[config.mk]
export PLATFORM = sky130hd
export DESIGN_NAME = graphics_aperture_size_mask
export DESIGN_NICKNAME = d
export VERILOG_FILES = /design/src/graphics_aperture_pkg.sv /design/src/aperture_base_gate.sv /design/src/graphics_aperture_size_mask.sv
export VERILOG_INCLUDE_DIRS = /design/src
export SDC_FILE = /design/constraint.sdc
export NUM_CORES = 1
export LEC_CHECK = 0
export BUFFER_PORTS_ARGS = -buffer_cell sky130_fd_sc_hd__buf_2
export CAP_MARGIN = 20
export CORE_AREA = 4 4 70 72
export CTS_BUF_LIST = sky130_fd_sc_hd__clkbuf_4
export CTS_CLUSTER_SIZE = 14
export DETAILED_ROUTE_END_ITERATION = 8
export DIE_AREA = 0 0 74 76
export HOLD_SLACK_MARGIN = 0.05
export MAX_ROUTING_LAYER = met4
export RECOVER_POWER = 25
export SLEW_MARGIN = 25
export SYNTH_ARGS = -nofsm -noshare
export SYNTH_HDL_FRONTEND = slang
export SYNTH_SLANG_ARGS = --single-unit
[constraint.sdc]
create_clock -name ref_clk -period 1.9 [get_ports ref_clk]
set_input_delay 0.38 -clock ref_clk [delete_from_list [all_inputs] [get_ports ref_clk]]
set_output_delay 0.38 -clock ref_clk [all_outputs]
set_load 0.01 [all_outputs]
[src/graphics_aperture_map.svh]
// Offsets, field positions and reset values of the aperture size register.
// Assumes inclusion by bare name from the package and design files.
`ifndef GRAPHICS_APERTURE_MAP_SVH
`define GRAPHICS_APERTURE_MAP_SVH

// ==========================================================================
// Register map
// ==========================================================================
`define APSZ_OFFSET      8'hb4
`define APSZ_RESET       8'h00
`define APSZ_MASK_MSB    5
`define APSZ_MASK_LSB    0
`define APSZ_RSVD_MSB    7
`define APSZ_RSVD_LSB    6
`define APSZ_MASK_W      6

// ==========================================================================
// Aperture base bits steered by the mask
// ==========================================================================
`define BASE_GATE_MSB    27
`define BASE_GATE_LSB    22
`define BASE_GATE_RESET  6'h00

`endif

[src/graphics_aperture_pkg.sv]
// Types shared by the aperture size register and its base-bit gate.
// Assumes graphics_aperture_map.svh is on the include path.
`include "graphics_aperture_map.svh"

package graphics_aperture_pkg;

   // =======================================================================
   // Configuration access carrier
   // =======================================================================
   typedef struct packed {
      logic       wr;      // Write strobe, one cycle
      logic       rd;      // Read strobe, one cycle
      logic [7:0] addr;    // Configuration byte offset
      logic [7:0] wdata;   // Write byte
   } cfg_req_type;

   // Six gated aperture base bits, bit 0 is base bit 22
   typedef logic [`APSZ_MASK_W-1:0] mask_type;

   // =======================================================================
   // Decoded aperture sizes
   // =======================================================================
   typedef enum logic [2:0] {
      SIZE_256MB,
      SIZE_128MB,
      SIZE_64MB,
      SIZE_32MB,
      SIZE_16MB,
      SIZE_8MB,
      SIZE_4MB,
      SIZE_ILLEGAL
   } size_type;

endpackage

[src/aperture_base_gate.sv]
// Storage for aperture base bits 27:22, gated bit by bit by the size mask.
// Assumes the mask and write strobe come from logic on the same clock.
module aperture_base_gate
   import graphics_aperture_pkg::*;
(
   input  wire logic     ref_clk,
   input  wire logic     rst,
   input  wire mask_type mask,
   input  wire logic     base_wr,
   input  wire mask_type base_wdata,
   output mask_type      base_bits
);

   // =======================================================================
   // Gated storage
   // =======================================================================
   mask_type base_reg;    // Held base bits 27:22
   mask_type base_next;   // Candidate after write and masking
   mask_type raw_value;   // Write data or hold value

   assign raw_value = base_wr ? base_wdata : base_reg;
   assign base_next = raw_value & mask;

   // A cleared mask bit also wipes the stored bit, so it stays zero later
   always_ff @(posedge ref_clk or posedge rst) begin
      if (rst) begin
         base_reg <= `BASE_GATE_RESET;
      end else begin
         base_reg <= base_next;
      end
   end

   assign base_bits = base_reg;

endmodule

[src/graphics_aperture_size_mask.sv]
// Aperture size register: a six-bit mask over aperture base bits 27:22,
// with a byte-wide configuration access port and decoded size output.
// Assumes configuration strobes are synchronous to ref_clk.
`include "graphics_aperture_map.svh"

module graphics_aperture_size_mask
   import graphics_aperture_pkg::*;
(
   input  wire logic        ref_clk,
   input  wire logic        rst,
   input  wire cfg_req_type cfg_req,
   output logic [7:0]       cfg_rdata,
   output logic             cfg_ack,
   input  wire logic        base_wr,
   input  wire mask_type    base_wdata,
   output mask_type         base_bits,
   output mask_type         aperture_size_mask,
   output size_type         aperture_size
);

   // =======================================================================
   // Decode helpers
   // =======================================================================
   // Maps a mask onto its aperture size; gaps in the fill are illegal
   function automatic size_type size_of(input mask_type m);
      size_type s;
      s = SIZE_ILLEGAL;
      case (m)
         6'h00:   s = SIZE_256MB;
         6'h20:   s = SIZE_128MB;
         6'h30:   s = SIZE_64MB;
         6'h38:   s = SIZE_32MB;
         6'h3c:   s = SIZE_16MB;
         6'h3e:   s = SIZE_8MB;
         6'h3f:   s = SIZE_4MB;
         default: s = SIZE_ILLEGAL;
      endcase
      return s;
   endfunction

   // =======================================================================
   // Address decode and next values
   // =======================================================================
   logic       hit_size;     // Access targets the size register
   logic       any_access;   // Read or write strobe present
   mask_type   mask_reg;     // Stored mask bits
   mask_type   mask_next;    // Mask after this cycle's write
   size_type   size_reg;     // Registered decoded size
   logic [7:0] rdata_next;   // Read data for this cycle
   logic [7:0] rdata_reg;    // Registered read data
   logic       ack_reg;      // Registered acknowledge

   assign hit_size   = (cfg_req.addr == `APSZ_OFFSET);
   assign any_access = cfg_req.wr | cfg_req.rd;
   assign mask_next  = (cfg_req.wr && hit_size) ?
                       cfg_req.wdata[`APSZ_MASK_MSB:`APSZ_MASK_LSB] : mask_reg;
   assign rdata_next = (cfg_req.rd && hit_size) ? {2'b00, mask_reg} : 8'h00;

   // =======================================================================
   // Register storage
   // =======================================================================
   // Mask clears at reset
   always_ff @(posedge ref_clk or posedge rst) begin
      if (rst) begin
         mask_reg <= mask_type'(`APSZ_RESET);
      end else begin
         mask_reg <= mask_next;
      end
   end

   // Read answer one cycle after the strobe; unmapped offsets give zero
   always_ff @(posedge ref_clk or posedge rst) begin
      if (rst) begin
         rdata_reg <= 8'h00;
         ack_reg   <= 1'b0;
      end else begin
         rdata_reg <= rdata_next;
         ack_reg   <= any_access;
      end
   end

   always_ff @(posedge ref_clk or posedge rst) begin
      if (rst) begin
         size_reg <= SIZE_256MB;
      end else begin
         size_reg <= size_of(mask_next);
      end
   end

   // =======================================================================
   // Base bit gating
   // =======================================================================
   // One-to-one bit mapping
   aperture_base_gate u_gate (
      .ref_clk    (ref_clk),
      .rst        (rst),
      .mask       (mask_reg),
      .base_wr    (base_wr),
      .base_wdata (base_wdata),
      .base_bits  (base_bits)
   );

   assign cfg_rdata          = rdata_reg;
   assign cfg_ack            = ack_reg;
   assign aperture_size_mask = mask_reg;
   assign aperture_size      = size_reg;
endmodule

==> results of run 1 <==
stage by stage:
step                cell area (um2)  hold WS (ps)   power, W  cells
global placement               1304         422.2  0.0006566    181
global route                   1326         271.7  0.0009012    185
CTS                            1330         89.91  0.0008698    185
detailed placement             1304         423.8  0.0006610    181
floorplan                      1039         369.2  0.0005924     88
finish                         1326         273.4  0.0008549    185
sequential cells by signal (all words and copies together), names as in the netlist:
| register | flops |
|---|---|
| aperture_size_mask | 6 |
| cfg_rdata | 6 |
| u_gate.base_bits | 6 |
| aperture_size | 3 |
| cfg_ack | 1 |
final cells by class:
type | count | area (um2)
Fill cell | 451 | 2968
Sequential cell | 22 | 550.5
Multi-Input combinational cell | 59 | 446.7
Timing Repair Buffer | 47 | 234.0
Tap cell | 52 | 65.06
Clock buffer | 3 | 22.52
Clock inverter | 1 | 3.754
Inverter | 1 | 3.754
synthesized netlist by cell type, types with 2 or more instances:
library cell,number,area [um2]
nor2b_1,6,37.54
xor2_1,2,17.52
nor3_1,3,15.01
dfrtp_1,22,550.5
mux2_2,2,22.52
o21ai_0,3,15.01
mux2_4,4,60.06
nor2_1,5,18.77
nand4_1,2,12.51
nand2_1,2,7.510
and2_1,7,43.79
buf_4,2,15.01
nor4_1,2,12.51
a31oi_1,2,12.51
mux2i_1,6,60.06
clkbuf_1,3,11.26
cell families (layout without fill, tap and decap cells):
| family | after synthesis | count (layout) | synth area share |
|---|---|---|---|
| AO/OA/AOI/OAI | 11 | 11 | 0.07134 |
| multiplexers | 12 | 12 | 0.1379 |
| XOR/XNOR | 2 | 2 | 0.01693 |
| AND/OR/NAND/NOR | 32 | 32 | 0.1983 |
| flip-flops | 22 | 22 | 0.5320 |
| buffers and inverters | 7 | 52 | 0.03989 |
| other | 1 | 2 | 0.003624 |
layer usage:
metal | wire length [um] | track usage | up-vias
met5 | 0 | - | -
met4 | 0 | 0.02174 | 0
met3 | 285 | 0.01979 | 0
met2 | 1187 | 0.1392 | 35
met1 | 808 | 0.08230 | 383
li1 | - | - | 397
how the worst min path moves through the flow:
stage | from | endpoint | slack, ps | depth (start not counted)
floorplan | rst | aperture_size[0] | 370 | 1
global placement | rst | cfg_rdata[4] | 420 | 3
detailed placement | rst | cfg_rdata[5] | 420 | 3
CTS | rst | cfg_rdata[5] | 90 | 3
global route | cfg_req[16] | cfg_ack | 270 | 2
finish | cfg_req[16] | cfg_ack | 270 | 2
power groups by stage:
stage / combinational, W / clock (W) / sequential [W]
final: 0.000140 / 0.000207 / 0.000508
after global routing: 0.000155 / 0.000235 / 0.000512
after global placement: 0.000139 / 0 / 0.000517
after detailed placement: 0.000143 / 0 / 0.000518
after floorplan: 0.0000703 / 0 / 0.000522
after CTS: 0.000144 / 0.000218 / 0.000508
==> qor.yml, run 1 <==
job:
  maxCapViolations: 0
worst_setup_path:
  reg2reg_slack_ps: 480
  startpoint: "aperture_size_mask[2]"
  r2r_cells: 4
  worst-path-stages: 1
  required_ps: 1520
  worstPathArrival_ps: 1040
  crit_end: "aperture_size_mask[2]"
  critPathTopFamily: "flip-flops"
  critPathMaxStageDelay_ps: 550
  r2r_end: "aperture_size[0]"
  crit_type: "reg2out"
  path_buf_inv: 1
  path_cells: "buf_2"
  end_kind: "output port"
  crit_slowest_cell: "dfrtp_1"
  critPathLaunchType: "flip-flop"
  worst-path-max-fanout: 9
  regToRegStartpoint: "aperture_size_mask[2]"
floorplan:
  fp.dieH_um: 76
  coreArea_mm2: 0.004294
  initial_core_util: 0.2410
  die_w_um: 74
  num_rows: 24
  dieArea_mm2: 0.005624
  io_pins: 51
logic_synthesis:
  syn_area_mm2: 0.001035
  synthArstFlopShare: 1.000
  synthCells: 87
  synth_cell_types: 30
  syn_avg_cell_area_um2: 11.89
  ys_seq_area_frac: 0.5320
  yosysWarnings: 0
  ys_ff_latch: 22
  synth_ff_type: "dfrtp_1"
  synth_edf_count: 0
placement:
  place.gp.congestion: 0.7307
  pre_cts_slack_ps: 309.0
  dp_hpwl_um: 1849
  port_buffers: 46
timing:
  fin_ws_ps: 482.2
  rsz0062_at_grt: "no"
  min_period_over_period: 0.7462
  timing.fmax_ghz: 0.7053
  max_slew.worst_pin.slew_ps: 1140
  relSlewSlack: 0.2400
  fin_worst_skew_ps: 5.511
  timing.final.max_slew_violations: 0
  tns_ps: 0
  finalSetupViolCount: 0
  post-route-min-period_ps: 1418
  hold_viol_final: 0
power_and_ir_drop:
  p_switching_w: 0.0002201
  power_frac_seq: 0.594
  netSwitchingFraction: 0.2574
  clock_power_share: 0.242
  pwr-share-comb: 0.164
  intPower_w: 0.0006349
  vdd_drop_max_uv: 178.3
  power_leakage_nw: 0.7233
  power.density_mw_per_mm2: 644.6
clock_tree:
  cts_tree: "yes"
  htree_num_levels: 1
  cts_sinks: 22
  cts_buffers: 3
  clockBufferDepth: 2
  post_cts_buffers: 0
  cts-root-buf: "clkbuf_4"
  cts_hold_buf: 0
  clk_latency_ps: 300
  post_cts_resized: 0
  path_clk_slew_ps: 120
detailed_routing:
  num_vias: 815
  final_antenna_net_count: 0
  drtIter0Drc: 29
  vias_per_cell: 4.405
  drc: 0
  dr.pass1.iters: 4
  drt_wl_total_um: 2281
  wl_per_cell_um: 12.33
grt:
  gr-total-overflow: 0
  grt_pass1_vias: 779
  grt_pass1_wl_um: 3443
  antenna_found_initial: 0
  grt_usage: 0.07774
  grt_max_degree: 23
finish:
  syn_to_final_growth_pct: 28.17
  final_cell_mix: "buf_2, dfrtp_1, and2_1"
  diodes: 0
  final_common_cell: "buf_2"
  drive_gt1_frac: 0.4436
  final_util: 0.3089
  layout.nets: 161
run_status:
  status: "finished clean"
min_path:
  hp-class: "in2reg"
Note: power is estimated with default switching activity, not from simulation.
==> run 2: changes to the inputs <==
--- a/config.mk
+++ b/config.mk
@@ -6,13 +6,14 @@
 export SDC_FILE = /design/constraint.sdc
 export NUM_CORES = 1
 export LEC_CHECK = 0
+export ABC_AREA = 1
 export BUFFER_PORTS_ARGS = -buffer_cell sky130_fd_sc_hd__buf_2
 export CAP_MARGIN = 20
-export CORE_AREA = 4 4 70 72
+export CORE_AREA = 4 4 73 75
 export CTS_BUF_LIST = sky130_fd_sc_hd__clkbuf_4
 export CTS_CLUSTER_SIZE = 14
 export DETAILED_ROUTE_END_ITERATION = 8
-export DIE_AREA = 0 0 74 76
+export DIE_AREA = 0 0 77 79
 export HOLD_SLACK_MARGIN = 0.05
 export MAX_ROUTING_LAYER = met4
 export RECOVER_POWER = 25
==> constraint.sdc (replaced) <==
create_clock -name ref_clk -period 1.3 [get_ports ref_clk]
set_input_delay 0.26 -clock ref_clk [delete_from_list [all_inputs] [get_ports ref_clk]]
set_output_delay 0.26 -clock ref_clk [all_outputs]
set_load 0.01 [all_outputs]
==> qor.yml, run 2 <==
timing:
  max_slew.worst_pin.slew_ps: 524.7
  min_period_over_period: 0.9605
  timing.final.max_slew_violations: 0
  fin_worst_skew_ps: 5.364
  finalSetupViolCount: 0
  relSlewSlack: 0.6502
  post-route-min-period_ps: 1249
  holdWs_ps: 154.0
  hold_viol_final: 0
  rsz0062_at_grt: "yes"
  tns_ps: 0
  timing.fmax_ghz: 0.8009
logic_synthesis:
  synth_ff_type: "dfrtp_1"
  synth_top_family_by_area: "simple AND/OR/NAND/NOR gates"
  synthArstFlopShare: 1.000
  synth_top_cell_area_share: 0.4905
  ys_seq_area_frac: 0.4905
  yosysWarnings: 0
  synth-xor-area-share: 0
  synthCells: 134
  synth_edf_count: 0
  syn_avg_cell_area_um2: 8.376
  synth-compound-area-share: 0.03122
  synthTopCellsByArea: "dfrtp_1, nand2_1, nor2_1"
  synth.mux.area_fraction: 0
  ys_ff_latch: 22
  synth_largest_area_cell: "dfrtp_1"
  yosys.area_share.simple: 0.4036
  synth.top_cells.by_count: "nand2_1, nor2_1, dfrtp_1"
  synth_cell_types: 20
  syn_area_mm2: 0.001122
  synth-adder-area-share: 0
floorplan:
  initial_core_util: 0.2408
  dieArea_mm2: 0.006083
  die_w_um: 77
  fp.dieH_um: 79
  num_rows: 25
  coreArea_mm2: 0.004661
  io_pins: 51
power_and_ir_drop:
  power_frac_seq: 0.571
  power_leakage_nw: 0.8781
  pwr-share-comb: 0.200
  clock_power_share: 0.229
  vdd_drop_max_uv: 257.1
  power.density_mw_per_mm2: 828.7
  p_switching_w: 0.0003497
  intPower_w: 0.0009319
  finalPower_w: 0.001282
  netSwitchingFraction: 0.2729
worst_setup_path:
  path_cells: "buf_4, buf_2"
  critPathMaxStageDelay_ps: 420
  end_kind: "output port"
  critPathTopFamily: "flip-flops"
  path_buf_inv: 2
  crit_slowest_cell: "dfrtp_1"
  required_ps: 1040
  worstPathArrival_ps: 990
  worst-path-max-fanout: 3
  critPathLaunchType: "flip-flop"
  crit_type: "reg2out"
detailed_routing:
  num_vias: 1026
  drc: 0
  dr.pass1.iters: 4
  drtIter0Drc: 31
  wl_per_cell_um: 10.97
  final_antenna_net_count: 0
  vias_per_cell: 4.137
  drt_wl_total_um: 2720
clock_tree:
  htree_num_levels: 1
  cts-root-buf: "clkbuf_4"
  cts_buffers: 3
  cts_sinks: 22
  path_clk_slew_ps: 110
  clockBufferDepth: 2
  clk_latency_ps: 300
  cts_tree: "yes"
finish:
  syn_to_final_growth_pct: 37.79
  nFillCells: 489
  drive_gt1_frac: 0.4485
  finalNonFillerCells: 248
  layout.nets: 223
  finalInstanceArea_mm2: 0.001546
  regArea_um2: 550.5
  final_cell_mix: "buf_2, nand2_1, nor2_1"
  diodes: 0
  multiInputGateArea_um2: 518.0
  final_common_cell: "buf_2"
job:
  maxCapViolations: 0
placement:
  port_buffers: 46
  dp.cells: 242
  place.gp.congestion: 0.7274
  dpl-instance-area_mm2: 0.001479
  dp_hpwl_um: 2251
grt:
  grt_max_degree: 23
  grt_pass1_vias: 1028
  antenna_found_initial: 0
  grt_pass1_wl_um: 4692
  gr-total-overflow: 0
  grt_usage: 0.09888
min_path:
  hp-class: "in2reg"
run_status:
  status: "finished clean"
## run 2: cell types whose count changed after synthesis, sizes merged, moves of 5 or more
cell and change:
nand4 +5, nand2 +33, mux2 -6, nor2b -6, inv +15, nor2 +25, mux2i -6, nand3 +10
and2 -7
## run 2: repair_timing
| action | CTS | global route |
|---|---|---|
| hold buffers | 1 | 0 |
| buffers inserted | 0 | 2 |
| setup endpoints to repair | 0 | 3 |
| resized for setup | 0 | 6 |
| endpoints found under the hold margin | 22 | 0 |
## run 2: area by class of cell
class                      instances  area share
tap                               54     0.04369
inverter                          16     0.03884
multi-input combinational         94      0.3350
timing repair buffer              59      0.2120
clock buffer                       3     0.01456
sequential                        22      0.3560
## run 2: logic make-up after synthesis
logic type / Yosys count
buf+inv: 19
other cells: 1
flops: 22
simple gates: 85
compound gates: 7
## run 2: worst paths after layout
path / cells past startpoint / to / start / slack (ps)
worst min register to register: 2 / u_gate.base_bits[3] / u_gate.base_bits[3] / 540
max in group asynchronous: 4 / aperture_size[1] / rst / 350
min in group asynchronous: 4 / u_gate.base_bits[2] / rst / 600
worst min-delay path: 2 / cfg_ack / cfg_req[16] / 150
worst max register to register: 7 / aperture_size[0] / aperture_size_mask[5] / 140
worst max-delay path: 2 / aperture_size_mask[2] / aperture_size_mask[2] / 50
## run 2: layer usage
metal,GRT usage,wire length [um]
met3,0.01814,192
met2,0.1603,1211
met1,0.1196,1264
met4,0.04804,51
met5,-,0
## run 2: through the flow
stage / setup slack [ps] / util
2_1_floorplan: 32.64 / -
4_1_cts: 85.07 / 0.3243
3_3_place_gp: -216.1 / 0.3173
6_report: 51.36 / 0.3318
3_5_place_dp: -241.4 / 0.3173
5_1_grt: -11.80 / 0.3318
## run 2: power groups by stage
stage	logic, W	registers [W]	clock network [W]
6_report	0.000256	0.000732	0.000294
5_1_grt	0.000285	0.000737	0.000342
4_1_cts	0.000251	0.000735	0.000308
3_5_place_dp	0.000248	0.000748	0
3_3_place_gp	0.000246	0.000748	0
2_1_floorplan	0.000122	0.000763	0
